[src/verilog/pwr_defs.svh]
// constants for the converter power-mode control block
`ifndef PWR_DEFS_SVH
`define PWR_DEFS_SVH

// control word layout
`define CTRL_W          12
`define CTRL_RST        12'h000
`define PM_HI_POS       11
`define PM_LO_POS       10
`define BYTE_W          8

// clock rate in hz
`define CLK_HZ          10000000

// power-up times as printed
`define T_WAKE_LONG_MS  10
`define T_WAKE_EXT_NS   600
`define T_WAKE_INT_US   7

// warm-up counter width default
`define WAKE_CNT_W      17

`endif

[src/verilog/pwr_pkg.sv]
// types for the converter power-mode control block
`default_nettype none

package pwr_pkg;

    typedef enum logic [1:0] {
        PM_NORMAL    = 2'h0,
        PM_AUTO_SHUT = 2'h1,
        PM_AUTO_STBY = 2'h2,
        PM_FULL_OFF  = 2'h3
    } pm_mode_e;

    typedef enum logic [3:0] {
        PS_ACTIVE   = 4'h1,
        PS_SHUTDOWN = 4'h2,
        PS_STANDBY  = 4'h4,
        PS_FULL_OFF = 4'h8
    } pstate_e;

endpackage

`default_nettype wire

[src/verilog/pwr_ctrl_if.sv]
// carrier between the control word store and the power-mode logic
`timescale 1ns/1ps
`default_nettype none
`include "pwr_defs.svh"

interface pwr_ctrl_if;
    logic [`CTRL_W-1:0] word;
    logic               write_done;

    modport store (
        output word,
        output write_done
    );

    modport user (
        input  word,
        input  write_done
    );
endinterface

`default_nettype wire

[src/verilog/adc_power_mode_control.sv]
// power-mode control: sleep, wake, warm-up and track-and-hold steering
`timescale 1ns/1ps
`default_nettype none
`include "pwr_defs.svh"

// Function
// - mode 00 keeps everything powered; control word resets to normal mode.
// - mode 01 fully powers down at every conversion end.
// - control word keeps its contents through any power-down.
// - autoshutdown power-down puts track-and-hold in hold for its duration.
// - autoshutdown wakes on next start strobe rising edge, back to track.
// - mode 10 powers down all but reference and buffer at conversion end.
// - autostandby holds during standby; rising start edge wakes and tracks.
// - writing mode 11 powers all down at write strobe release, hold.
// - full shutdown stays down in hold until mode bits change.
// - write of 00 in full shutdown powers up at release, back to track.
// - busy goes low at conversion end; auto power-down takes effect there.
// - after reset hold until first rising start edge selects track.
// - control word, mode bits included, captured at write strobe release.
module adc_power_mode_control #(
    parameter int unsigned WAKE_CNT_W    = `WAKE_CNT_W,
    parameter int unsigned WAKE_LONG_CYC = ((`T_WAKE_LONG_MS * `CLK_HZ) + 999) / 1000
) (
    input  wire logic               clk,
    input  wire logic               rst,
    input  wire logic               ce,
    input  wire logic               conversion_start_n,
    input  wire logic               conv_end,
    input  wire logic               cs_n,
    input  wire logic               wr_n,
    input  wire logic               word_mode,
    input  wire logic               hben,
    input  wire logic [`CTRL_W-1:0] wr_data,
    input  wire logic               ext_ref,
    output logic                    busy,
    output logic                    track,
    output logic                    conv_start,
    output logic                    core_power_on,
    output logic                    ref_power_on,
    output logic                    powered_up,
    output logic                    early_start,
    output logic [1:0]              power_mode,
    output logic [`CTRL_W-1:0]      ctrl_word
);

    ////////////////////////////////////////////////////////////////////////
    // derived cycle counts; least times round up, never below one cycle
    localparam int unsigned WAKE_EXT_RAW =
        ((`T_WAKE_EXT_NS * (`CLK_HZ / 1000)) + 999999) / 1000000;
    localparam int unsigned WAKE_INT_RAW =
        ((`T_WAKE_INT_US * `CLK_HZ) + 999999) / 1000000;
    localparam int unsigned WAKE_EXT_CYC = (WAKE_EXT_RAW < 1) ? 1 : WAKE_EXT_RAW;
    localparam int unsigned WAKE_INT_CYC = (WAKE_INT_RAW < 1) ? 1 : WAKE_INT_RAW;

    localparam logic [WAKE_CNT_W-1:0] WAKE_LONG_V = WAKE_CNT_W'(WAKE_LONG_CYC);
    localparam logic [WAKE_CNT_W-1:0] WAKE_EXT_V  = WAKE_CNT_W'(WAKE_EXT_CYC);
    localparam logic [WAKE_CNT_W-1:0] WAKE_INT_V  = WAKE_CNT_W'(WAKE_INT_CYC);

    generate
        if (WAKE_CNT_W < 2 || WAKE_CNT_W > 31) begin : g_chk_w
            $error("warm-up counter width out of range");
        end
        if (WAKE_LONG_CYC < 1 || WAKE_LONG_CYC >= (1 << WAKE_CNT_W)) begin : g_chk_l
            $error("long warm-up count does not fit the counter");
        end
        if (WAKE_INT_CYC >= (1 << WAKE_CNT_W)) begin : g_chk_i
            $error("standby warm-up count does not fit the counter");
        end
    endgenerate

    ////////////////////////////////////////////////////////////////////////
    // control word store
    pwr_ctrl_if cw ();

    ctrl_word_store u_store (
        .clk       (clk),
        .rst       (rst),
        .ce        (ce),
        .cs_n      (cs_n),
        .wr_n      (wr_n),
        .word_mode (word_mode),
        .hben      (hben),
        .wr_data   (wr_data),
        .cw        (cw)
    );

    pwr_pkg::pm_mode_e pm;
    logic              wr_done;

    assign pm      = pwr_pkg::pm_mode_e'(cw.word[`PM_HI_POS:`PM_LO_POS]);
    assign wr_done = ce & cw.write_done;

    ////////////////////////////////////////////////////////////////////////
    // start strobe edges; first cycle after reset only samples, so a pin
    // that is already low does not fake the first falling edge
    logic primed_r;
    logic primed_nxt;
    logic cst_prev_r;
    logic cst_prev_nxt;
    logic cst_rise;
    logic cst_fall;
    logic end_ev;

    always_comb begin
        primed_nxt   = primed_r;
        cst_prev_nxt = cst_prev_r;
        if (ce) begin
            primed_nxt   = 1'b1;
            cst_prev_nxt = conversion_start_n;
        end
    end

    always_ff @(posedge clk) begin
        if (rst) begin
            primed_r   <= 1'b0;
            cst_prev_r <= 1'b1;
        end else begin
            primed_r   <= primed_nxt;
            cst_prev_r <= cst_prev_nxt;
        end
    end

    assign cst_rise = ce & primed_r & ~cst_prev_r & conversion_start_n;
    assign cst_fall = ce & primed_r & cst_prev_r & ~conversion_start_n;

    ////////////////////////////////////////////////////////////////////////
    // power state
    pwr_pkg::pstate_e      st_r;
    pwr_pkg::pstate_e      st_nxt;
    logic                  core_pwr_r;
    logic                  core_pwr_nxt;
    logic                  ref_pwr_r;
    logic                  ref_pwr_nxt;
    logic                  wake_go;
    logic [WAKE_CNT_W-1:0] wake_len;
    logic                  busy_r;

    assign end_ev = ce & conv_end & busy_r;

    always_comb begin
        st_nxt   = st_r;
        wake_go  = 1'b0;
        wake_len = WAKE_LONG_V;
        if (ce) begin
            case (st_r)
                pwr_pkg::PS_ACTIVE: begin
                    if (wr_done && pm == pwr_pkg::PM_FULL_OFF) begin
                        st_nxt = pwr_pkg::PS_FULL_OFF;
                    end else if (end_ev && pm == pwr_pkg::PM_AUTO_SHUT) begin
                        st_nxt = pwr_pkg::PS_SHUTDOWN;
                    end else if (end_ev && pm == pwr_pkg::PM_AUTO_STBY) begin
                        st_nxt = pwr_pkg::PS_STANDBY;
                    end
                    // normal mode and start edges leave power alone
                end
                pwr_pkg::PS_SHUTDOWN: begin
                    if (wr_done && pm == pwr_pkg::PM_FULL_OFF) begin
                        st_nxt = pwr_pkg::PS_FULL_OFF;
                    end else if (cst_rise) begin
                        st_nxt  = pwr_pkg::PS_ACTIVE;
                        wake_go = 1'b1;
                    end
                end
                pwr_pkg::PS_STANDBY: begin
                    if (wr_done && pm == pwr_pkg::PM_FULL_OFF) begin
                        st_nxt = pwr_pkg::PS_FULL_OFF;
                    end else if (cst_rise) begin
                        st_nxt   = pwr_pkg::PS_ACTIVE;
                        wake_go  = 1'b1;
                        wake_len = ext_ref ? WAKE_EXT_V : WAKE_INT_V;
                    end
                end
                pwr_pkg::PS_FULL_OFF: begin
                    // start edges are ignored; only a mode change wakes
                    if (wr_done && pm != pwr_pkg::PM_FULL_OFF) begin
                        st_nxt  = pwr_pkg::PS_ACTIVE;
                        wake_go = 1'b1;
                    end
                end
                default: begin
                    st_nxt = pwr_pkg::PS_ACTIVE;
                end
            endcase
        end
        core_pwr_nxt = (st_nxt == pwr_pkg::PS_ACTIVE);
        ref_pwr_nxt  = (st_nxt == pwr_pkg::PS_ACTIVE) ||
                       (st_nxt == pwr_pkg::PS_STANDBY);
    end

    always_ff @(posedge clk) begin
        if (rst) begin
            st_r       <= pwr_pkg::PS_ACTIVE;
            core_pwr_r <= 1'b1;
            ref_pwr_r  <= 1'b1;
        end else begin
            st_r       <= st_nxt;
            core_pwr_r <= core_pwr_nxt;
            ref_pwr_r  <= ref_pwr_nxt;
        end
    end

    ////////////////////////////////////////////////////////////////////////
    // warm-up tracking; informative only, the host still owns the wait
    logic [WAKE_CNT_W-1:0] wcnt_r;
    logic [WAKE_CNT_W-1:0] wcnt_nxt;
    logic                  pwr_ok_r;
    logic                  pwr_ok_nxt;

    always_comb begin
        wcnt_nxt = wcnt_r;
        if (ce) begin
            if (st_nxt != pwr_pkg::PS_ACTIVE) begin
                wcnt_nxt = '0;
            end else if (wake_go) begin
                wcnt_nxt = wake_len;
            end else if (wcnt_r != '0) begin
                wcnt_nxt = wcnt_r - 1'b1;
            end
        end
        pwr_ok_nxt = (st_nxt == pwr_pkg::PS_ACTIVE) && (wcnt_nxt == '0);
    end

    always_ff @(posedge clk) begin
        if (rst) begin
            wcnt_r   <= '0;
            pwr_ok_r <= 1'b1;
        end else begin
            wcnt_r   <= wcnt_nxt;
            pwr_ok_r <= pwr_ok_nxt;
        end
    end

    ////////////////////////////////////////////////////////////////////////
    // conversion and track-and-hold
    logic busy_nxt;
    logic track_r;
    logic track_nxt;
    logic start_r;
    logic start_nxt;
    logic early_r;
    logic early_nxt;

    always_comb begin
        busy_nxt  = busy_r;
        track_nxt = track_r;
        early_nxt = early_r;
        start_nxt = start_r;
        if (ce) begin
            // pulse ends at the next enabled edge, so a frozen clock holds it
            start_nxt = 1'b0;
            if (st_nxt == pwr_pkg::PS_FULL_OFF) begin
                // a shutdown write drops any conversion in flight
                busy_nxt  = 1'b0;
                track_nxt = 1'b0;
            end else if (st_r == pwr_pkg::PS_FULL_OFF) begin
                track_nxt = 1'b1;
            end else if (cst_fall && st_r == pwr_pkg::PS_ACTIVE && !busy_r) begin
                busy_nxt  = 1'b1;
                track_nxt = 1'b0;
                start_nxt = 1'b1;
                // a start inside the warm-up gives a suspect result
                early_nxt = (wcnt_r != '0);
            end else if (end_ev) begin
                busy_nxt  = 1'b0;
                // auto modes stay in hold while asleep
                track_nxt = (st_nxt == pwr_pkg::PS_ACTIVE);
            end else if (cst_rise && !busy_r) begin
                track_nxt = 1'b1;
            end
        end
    end

    always_ff @(posedge clk) begin
        if (rst) begin
            busy_r  <= 1'b0;
            track_r <= 1'b0;
            start_r <= 1'b0;
            early_r <= 1'b0;
        end else begin
            busy_r  <= busy_nxt;
            track_r <= track_nxt;
            start_r <= start_nxt;
            early_r <= early_nxt;
        end
    end

    ////////////////////////////////////////////////////////////////////////
    assign busy          = busy_r;
    assign track         = track_r;
    assign conv_start    = start_r;
    assign core_power_on = core_pwr_r;
    assign ref_power_on  = ref_pwr_r;
    assign powered_up    = pwr_ok_r;
    assign early_start   = early_r;
    assign power_mode    = cw.word[`PM_HI_POS:`PM_LO_POS];
    assign ctrl_word     = cw.word;

endmodule

`default_nettype wire

[src/verilog/ctrl_word_store.sv]
// control word store, word and byte writes, committed at write strobe release
`timescale 1ns/1ps
`default_nettype none
`include "pwr_defs.svh"

module ctrl_word_store (
    input  wire logic              clk,
    input  wire logic              rst,
    input  wire logic              ce,
    input  wire logic              cs_n,
    input  wire logic              wr_n,
    input  wire logic              word_mode,
    input  wire logic              hben,
    input  wire logic [`CTRL_W-1:0] wr_data,
    pwr_ctrl_if.store              cw
);

    ////////////////////////////////////////////////////////////////////////
    logic                strobe;
    logic                release_ev;
    logic                strobe_prev_r;
    logic                strobe_prev_nxt;
    logic [`CTRL_W-1:0]  word_r;
    logic [`CTRL_W-1:0]  word_nxt;
    logic                done_r;
    logic                done_nxt;
    logic [`CTRL_W-1:0]  bit_en;
    logic [`CTRL_W-1:0]  bit_src;

    // chip select and write are gated together
    assign strobe     = ~cs_n & ~wr_n;
    assign release_ev = strobe_prev_r & ~strobe;

    ////////////////////////////////////////////////////////////////////////
    // byte mode: high byte lands on bits 11:8, its top four data bits dropped
    genvar i;
    generate
        for (i = 0; i < `CTRL_W; i++) begin : g_bit
            if (i < `BYTE_W) begin : g_lo
                assign bit_en[i]  = word_mode | ~hben;
                assign bit_src[i] = wr_data[i];
            end else begin : g_hi
                assign bit_en[i]  = word_mode | hben;
                assign bit_src[i] = word_mode ? wr_data[i] : wr_data[i-`BYTE_W];
            end
        end
    endgenerate

    ////////////////////////////////////////////////////////////////////////
    always_comb begin
        strobe_prev_nxt = strobe_prev_r;
        word_nxt        = word_r;
        done_nxt        = done_r;
        if (ce) begin
            strobe_prev_nxt = strobe;
            done_nxt        = release_ev;
            if (release_ev) begin
                word_nxt = (word_r & ~bit_en) | (bit_src & bit_en);
            end
        end
    end

    // no power state touches this register, so settings survive sleep
    always_ff @(posedge clk) begin
        if (rst) begin
            strobe_prev_r <= 1'b0;
            word_r        <= `CTRL_RST;
            done_r        <= 1'b0;
        end else begin
            strobe_prev_r <= strobe_prev_nxt;
            word_r        <= word_nxt;
            done_r        <= done_nxt;
        end
    end

    assign cw.word       = word_r;
    assign cw.write_done = done_r;

endmodule

`default_nettype wire

[config.mk]
export PLATFORM = sky130hd
export DESIGN_NAME = adc_power_mode_control
export DESIGN_NICKNAME = d
export VERILOG_FILES = /design/src/verilog/pwr_pkg.sv /design/src/verilog/pwr_ctrl_if.sv /design/src/verilog/adc_power_mode_control.sv /design/src/verilog/ctrl_word_store.sv
export VERILOG_INCLUDE_DIRS = /design/src /design/src/verilog
export SDC_FILE = /design/constraint.sdc
export NUM_CORES = 1
export LEC_CHECK = 0
export BUFFER_PORTS_ARGS = -buffer_cell sky130_fd_sc_hd__buf_2
export CAP_MARGIN = 20
export CORE_MARGIN = 1
export CORE_UTILIZATION = 56
export CTS_BUF_LIST = sky130_fd_sc_hd__clkbuf_16
export DETAILED_ROUTE_END_ITERATION = 6
export PLACE_DENSITY_LB_ADDON = 0.25
export SYNTH_ARGS = -nofsm -noshare
export SYNTH_HDL_FRONTEND = slang
export SYNTH_SLANG_ARGS = --single-unit
[constraint.sdc]
create_clock -name clk -period 2.8 [get_ports clk]
set_input_delay 0.56 -clock clk [delete_from_list [all_inputs] [get_ports clk]]
set_output_delay 0.56 -clock clk [all_outputs]
set_load 0.02 [all_outputs]
# Yosys cells after proc, flatten, opt, wreduce, memory -nomap -nowiden
# Cells that the tools add are included.
# word_totals
ff_bits,44
latch_bits,0
mem_bits_rw,0
romBits,0
elab_cells,108
memories,0
# classes
n_addsub,1
multipliers,0
div_mod_pow,0
n_lt_le_gt_ge,0
eq_ne,13
shift,0
n_mux,37
bitwise_logic,24
reduce_logical,19
# ops
cell,count
$mux 17,7
$mux 4,7
$and 12x12->12,2
$mux 1,20
$logic_not 17->1,1
$reduce_bool 17->1,1
$sub 17x1->17 const B,1
$not 12->12,1
$or 12x12->12,1
$pmux 4 s3,1
$and 1x1->1,10
$eq 4x1->1 const B,2
$eq 4x3->1 const B,2
$eq 4x4->1 const B,2
$logic_and 1x1->1,8
$not 1->1,8
$mux 7,1
$reduce_bool 5->1,1
$eq 2x2->1 const B,2
$eq 4x2->1 const B,1
$ne 2x2->1 const B,2
$ne 4x1->1 const B,1
$reduce_and 2->1,2
$reduce_and 4->1,1
8 further kinds,9

# Logic depth before layout (Yosys ltp)
# Gate-level depths: netlist of run 1.
# logic_depth
ltp_word,13
depth_mapped,11
depth_no_buf,10

# Hierarchy
# A second synthesis of run 1 with hierarchy kept.
# unflattened
cells_unflattened,330
hier_area_um2,2756.4
# modules_own_cells
module,n_inst,cells_each,area_per_inst_um2,seq_area_each_um2
adc_power_mode_control,1,264,2102.0,600.6
ctrl_word_store,1,66,654.4,280.3

# Worst setup path before layout of run 1
# Ideal clock, no wire load.
# synth_path
path_kind,register -> register
startpoint,register st_r[0]
endpoint,"register pwr_ok_r, in the netlist powered_up"
setup_ns,0.116
t_arrival_ns,2.455
required_time_ns,2.684
path_slack_ns,0.228
stages_incl_launch_ff,12
path_cell_list,dfxtp_1 -> buf_2 -> xor2_1 -> a211oi_2 -> and4b_1 -> or3_1 -> buf_6 -> buf_6 -> o31ai_1 -> o21ai_1 -> and2_1 -> a41o_1
# synth_between
elab_chain_cells,10
word_cells_on_any_way,23
# synth_rtl
element,line,rtl
start: declaration,adc_power_mode_control.sv:128,pwr_pkg::pstate_e st_r;
start signal: assignment,adc_power_mode_control.sv:192,st_r <= pwr_pkg::PS_ACTIVE;
start signal: assignment,adc_power_mode_control.sv:196,st_r <= st_nxt;
$mux 4,adc_power_mode_control.sv:151,end else if (end_ev && pm == pwr_pkg::PM_AUTO_STBY) begin
$mux 4,adc_power_mode_control.sv:149,end else if (end_ev && pm == pwr_pkg::PM_AUTO_SHUT) begin
$mux 4,adc_power_mode_control.sv:147,if (wr_done && pm == pwr_pkg::PM_FULL_OFF) begin
$pmux 4 s3,adc_power_mode_control.sv:145,case (st_r)
$mux 4,adc_power_mode_control.sv:144,if (ce) begin
$ne 4x1->1,adc_power_mode_control.sv:212,if (st_nxt != pwr_pkg::PS_ACTIVE) begin
$mux 17,adc_power_mode_control.sv:212,
$mux 17,adc_power_mode_control.sv:211,if (ce) begin
$logic_not 17->1,adc_power_mode_control.sv:220,pwr_ok_nxt = (st_nxt == pwr_pkg::PS_ACTIVE) && (wcnt_nxt == '0);
$logic_and 1x1->1 (*),adc_power_mode_control.sv:220,
end signal: assignment,adc_power_mode_control.sv:229,pwr_ok_r <= pwr_ok_nxt;
end: declaration,adc_power_mode_control.sv:206,logic pwr_ok_r;
# Mark *: on every way between the ends. The rest lies on a longest branch, timed or not.
# A chain may end at the register's enable or synchronous reset.

# Worst setup path after layout of run 1
# layout_path
startpoint,register st_r[3]
endpoint,"register pwr_ok_r, in the netlist powered_up"
# The elaborated chain is that of the path after synthesis.

==> flow_metrics.tcl, run 1 <==
set metrics [dict create \
    status "complete, no violations" \
    max_freq_ghz 0.377 \
    ys_seq_area_frac 0.336 \
    fp.dieW_um 70.4 \
    grtUsageTotal 0.306 \
    slew_headroom 0.483 \
    min_period_over_period 0.948 \
    wl_um 7360 \
    cap_violations 0 \
    yosysTopAreaCell "dfxtp_1" \
    cts_max_path_buffers 2 \
    cts_tree "built" \
    slowest_delay_ps 520 \
    hpwl_um 5250 \
    placed_area_mm2 0.00305 \
    ys_async_sr_fraction 0 \
    crit_required_ps 3030 \
    start_util 0.594 \
    final_cell_mix "nor2_1, buf_2, dfxtp_1" \
    fin_ws_ps 146 \
    h-tree-depth 2 \
    ys_types 63 \
    synth-edff-count 0 \
    gr-total-overflow 0 \
    drtPass1Iterations 5 \
    core_mm2 0.00441 \
    setup_tns_ps 0 \
    drt-wirelength-per-cell_um 16.3 \
    syn_area_mm2 0.00262 \
    dp_slack_ps 15.7 \
    clockPowerShare 0.216 \
    antenna_cells 0 \
    via_per_inst 6.21 \
    fp.dieArea_mm2 0.00496 \
    start_kind "register" \
    fp.dieH_um 70.4 \
    drive_above_1_share 0.260 \
    drt_iter0_drc 227 \
    layout-area-overhead-vs-synth_pct 24.4 \
    swShare 0.421 \
    layout_commonest_cell "nor2_1" \
    fin_skew_ps 3.53 \
    min_period_ps 2650 \
    cts_inserted_buffers 5 \
    syn_area_per_cell_um2 7.83 \
    grt_first_pass_wirelength_um 12100 \
    crit_arrival_ps 2880 \
    num_rows 24 \
    critical_path_class "reg -> reg" \
    hp-class "reg -> reg" \
    critical_path.top_delay_family "simple AND/OR/NAND/NOR gates" \
    leakage_nw 1.37 \
    fin_nets 423 \
    drc 0 \
    fillerInstances 356 \
    p_per_area_mw_per_mm2 964 \
    slowest_stage "or4b_1" \
    gp_congestion 0.951 \
    cp_max_fo 5 \
    cts.sinks 44 \
    io_pins 43 \
    ctsHoldBuffers 0 \
    insertion_delay_ps 290 \
    ys.flop_type "dfxtp_1" \
    vias 2807 \
    yosys_warnings 0 \
    synth_cells 335 \
    crit_path_end_kind "register" \
    io_buffers 42 \
    p_comb_frac 0.504 \
    pwr-share-seq 0.280 \
    finalSetupViolations 0 \
    grt_pass1_vias 2647 \
    ys_seq_elements 44 \
    drv_slew 0 \
    clock-root-buffer "clkbuf_16" \
    grt_max_degree 44 \
    final_area_mm2 0.00326 \
    hold_viol 0 \
    detail-route-antenna-nets 0 \
    clk_pin_slew_ps 70 \
    rsz0062_at_grt "no" \
    syn_nets 359 \
    antenna_found_initial 0 \
    max-vdd-ir-drop_mv 0.713 \
    path_buf_inv 1 \
    worstMarginPinSlew_ps 775 \
    ys_top_cells_by_area "dfxtp_1, nor2_1, a21oi_1" \
    internal-power_mw 1.82 \
    worstPathCellList "or4b_1, a31o_2, a311oi_2, buf_4, or2_2, o221a_1, nor4b_2, nor3b_2, a41o_1" \
    power_switching_mw 1.32 \
    yosys.area.top_type_share 0.336 \
]
## layer usage
layer | part of all wire | vias up | GRT usage
li1 | - | 1363 | -
met1 | 0.43 | 1285 | 0.399
met2 | 0.47 | 132 | 0.493
met3 | 0.070 | 27 | 0.0505
met4 | 0.029 | 0 | 0.140
met5 | 0 | - | 0
## worst reg2reg max path, stage by stage, from the launching register on
cell	delay [ps]
dfxtp_1	450
or4b_1	530
a31o_2	260
a311oi_2	270
buf_4	180
or2_2	120
o221a_1	220
nor4b_2	200
nor3b_2	200
a41o_1	180
## cell usage after synthesis, types with 7 or more instances
cell type and number:
a21oi_1 26, nor3_1 15, a211oi_1 7, nand2_1 20, clkbuf_1 12, dfxtp_1 44
nand3_1 16, mux2i_1 12, nand4_1 7, nor2_1 55, o21ai_0 16, inv_1 7
## power by group through the flow
stage	registers, mW	clock network (mW)	logic (mW)
after detailed placement	0.886	0	1.51
after floorplan	0.859	0	1.10
after CTS	0.874	0.687	1.53
after global routing	0.900	0.703	1.75
final	0.881	0.680	1.58
after global placement	0.886	0	1.51
## cells by family (layout without fill, tap and decap cells)
| logic type | after synthesis | in the layout | synth area share |
|---|---|---|---|
| adders and majority gates | 2 | 2 | 0.00954 |
| AOI/OAI and AO/OA | 92 | 92 | 0.232 |
| DFF | 44 | 44 | 0.336 |
| buffers and inverters | 29 | 94 | 0.0549 |
| and+or+nand+nor | 152 | 152 | 0.309 |
| xor gates and xnor gates | 4 | 4 | 0.0134 |
| muxes | 12 | 12 | 0.0458 |
## worst paths after layout
path | startpoint | to | slack (ps) | cells after the start
worst min register to register | conv_start$_SDFFE_PP0P_ | conv_start$_SDFFE_PP0P_ | 470 | 2
worst min-delay path | conv_start$_SDFFE_PP0P_ | conv_start$_SDFFE_PP0P_ | 470 | 2
worst max-delay path | st_r[3]$_SDFF_PP0_ | powered_up$_SDFF_PP1_ | 150 | 9
worst max register to register | st_r[3]$_SDFF_PP0_ | powered_up$_SDFF_PP1_ | 150 | 9
## metrics by stage
step                cells  hold WS [ps]  total power, mW   util
floorplan             335           454             1.96      -
global placement      443           446             2.40  0.691
detailed placement    443           469             2.40  0.691
CTS                   451           481             3.09  0.731
global route          452           507             3.36  0.739
finish                452           472             3.15  0.739
## cell type report
cell class,count,area (um^2),area share
inverters,7,26.3,0.00806
well taps,52,65.1,0.0199
clock buffers,5,125,0.0384
repair buffers,79,488,0.150
flip-flops and latches,44,885,0.271
multi-input cells,262,1630,0.498
clock inverters,3,47.5,0.0146
## timing repair
| item | 4_1_cts | 5_1_grt |
|---|---|---|
| resized for setup | 1 | 6 |
| setup endpoints to repair | 2 | 1 |
| setup buffers | 0 | 1 |
| hold endpoints to repair | 0 | 0 |
| pin swaps | 0 | 1 |
(Power assumes the default switching activity.)
==> run 2: changes to the inputs <==
--- a/config.mk
+++ b/config.mk
@@ -8,6 +8,7 @@
 export LEC_CHECK = 0
 export BUFFER_PORTS_ARGS = -buffer_cell sky130_fd_sc_hd__buf_2
 export CAP_MARGIN = 20
+export CORE_ASPECT_RATIO = 0.75
 export CORE_MARGIN = 1
 export CORE_UTILIZATION = 56
 export CTS_BUF_LIST = sky130_fd_sc_hd__clkbuf_16
==> run 2 against run 1 <==
The flow now finishes with violations (setup timing). Critical path depth down 1. Non-clock buffer count down 3. Sequential share of layout area up 0.25 points. Maximum frequency down 5.3%. Highest routed layer unchanged. Clock power down 4.3%. Die area about the same. Register-to-register slack worse by 150 ps. Cell area down 0.92%.
==> flow_metrics.tcl, run 2 (synthesis results as in run 1) <==
set metrics [dict create \
    drt_iter0_drc 268 \
    grtUsageTotal 0.323 \
    crit_required_ps 2970 \
    crit_arrival_ps 2980 \
    fp.dieW_um 81.0 \
    final_cell_mix "nor2_1, buf_2, dfxtp_1" \
    drv_slew 0 \
    gp_congestion 0.990 \
    worstHoldEndpoint "conv_start$_SDFFE_PP0P_" \
    grt_max_degree 44 \
    ctsHoldBuffers 0 \
    clock-root-buffer "clkbuf_16" \
    fp.dieH_um 61.3 \
    min_period_ps 2800 \
    hp-class "reg -> reg" \
    hpwl_um 5410 \
    antenna_found_initial 0 \
    layout-area-overhead-vs-synth_pct 23.2 \
    vias 2872 \
    dp.cells 445 \
    start_util 0.587 \
    wl_um 7680 \
    worstMarginPinSlew_ps 807 \
    io_buffers 42 \
    worstRegToRegCells 8 \
    grt_first_pass_wirelength_um 12100 \
    max_freq_ghz 0.357 \
    worstReg2RegEnd "powered_up$_SDFF_PP1_" \
    core_mm2 0.00447 \
    num_rows 21 \
    cap_violations 0 \
    cts.sinks 44 \
    fin_nets 420 \
    drt-wirelength-per-cell_um 16.9 \
    crit_path_end_kind "register" \
    rrSetupSlack_ps -0.9 \
    min_period_over_period 1.00 \
    grt_pass1_vias 2451 \
    leakage_nw 1.36 \
    reg2reg_from "wcnt_r[4]$_SDFF_PP0_" \
    critical_path_class "reg -> reg" \
    cts_max_path_buffers 2 \
    rsz0062_at_grt "no" \
    clk_pin_slew_ps 60 \
    whs_path_depth 2 \
    detail-route-antenna-nets 0 \
    cts_tree "built" \
    cp_max_fo 6 \
    final_cells 454 \
    fp.dieArea_mm2 0.00496 \
    gr-total-overflow 0 \
    layout_commonest_cell "nor2_1" \
    status "finished with violations" \
    hold_viol 0 \
    p_per_area_mw_per_mm2 971 \
    io_pins 43 \
    hold_start "conv_start$_SDFFE_PP0P_" \
    fin_skew_ps 6.22 \
    drc 0 \
    violations "setup timing" \
    cts_inserted_buffers 5 \
    drtPass1Iterations 6 \
    via_per_inst 6.33 \
    start_kind "register" \
    max-vdd-ir-drop_mv 0.620 \
    antenna_cells 0 \
    dp_slack_ps -50.7 \
    finalSetupViolations 1 \
    slew_headroom 0.462 \
    fin_ws_ps -0.936 \
    insertion_delay_ps 280 \
    h-tree-depth 2 \
    drive_above_1_share 0.254 \
]
-- run 2: metal layers --
metal / global-route usage / wire length, um / share of wire
met2: 0.467 / 3190 / 0.41
met4: 0.107 / 113 / 0.015
met3: 0.101 / 816 / 0.11
met1: 0.457 / 3560 / 0.46
met5: 0 / 0 / 0
-- run 2: worst max path at each step --
| stage | startpoint | to | slack [ps] | cells after the start |
|---|---|---|---|---|
| 2_1_floorplan | st_r[0]$_SDFF_PP1_ | powered_up$_SDFF_PP1_ | 230 | 11 |
| 6_report | wcnt_r[4]$_SDFF_PP0_ | powered_up$_SDFF_PP1_ | -0.9 | 8 |
| 3_5_place_dp | st_r[1]$_SDFF_PP0_ | wcnt_r[12]$_SDFF_PP0_ | -50 | 7 |
| 4_1_cts | st_r[1]$_SDFF_PP0_ | powered_up$_SDFF_PP1_ | 80 | 9 |
| 3_3_place_gp | ce | wcnt_r[12]$_SDFF_PP0_ | 40 | 8 |
| 5_1_grt | wcnt_r[0]$_SDFF_PP0_ | powered_up$_SDFF_PP1_ | 6 | 10 |
-- run 2: worst max-delay path, cell delays in order, from the launching register on --
cell and delay, ps:
dfxtp_1 370, nor4_1 580, nand3_1 350, o21ai_0 360, nor2_1 150, a311oi_1 310, o22ai_1 130, and4_1 210
a41o_1 240
-- run 2: metrics by stage --
| step | hold WS, ps | utilization | cell area [um^2] | power [mW] | setup TNS [ps] |
|---|---|---|---|---|---|
| 2_1_floorplan | 454 | - | 2620 | 1.96 | 0 |
| 3_3_place_gp | 446 | 0.679 | 3030 | 2.37 | 0 |
| 3_5_place_dp | 461 | 0.679 | 3030 | 2.39 | -87.9 |
| 4_1_cts | 472 | 0.719 | 3210 | 3.06 | 0 |
| 5_1_grt | 487 | 0.724 | 3230 | 3.33 | 0 |
| 6_report | 469 | 0.724 | 3230 | 3.14 | -0.936 |
-- run 2: layout make-up --
class,instances,area (um^2)
clock inverter,3,38.8
fill,373,1230
tap,57,71.3
clock buffer,5,125
inverter,7,26.3
sequential,44,885
multi-input combinational,262,1620
timing repair buffer,76,465
-- run 2: report_power, final --
part / internal, mW / leakage [nW] / switching, mW / total [mW]
registers: 0.744 / 0.359 / 0.147 / 0.890
logic: 0.632 / 0.911 / 0.964 / 1.60
clock network: 0.416 / 0.0850 / 0.236 / 0.651
-- run 2: timing repair --
action / CTS / global route
buffers inserted: 0 / 1
endpoints found under the setup margin: 3 / 6
resized for setup: 2 / 5
pin swaps: 0 / 1
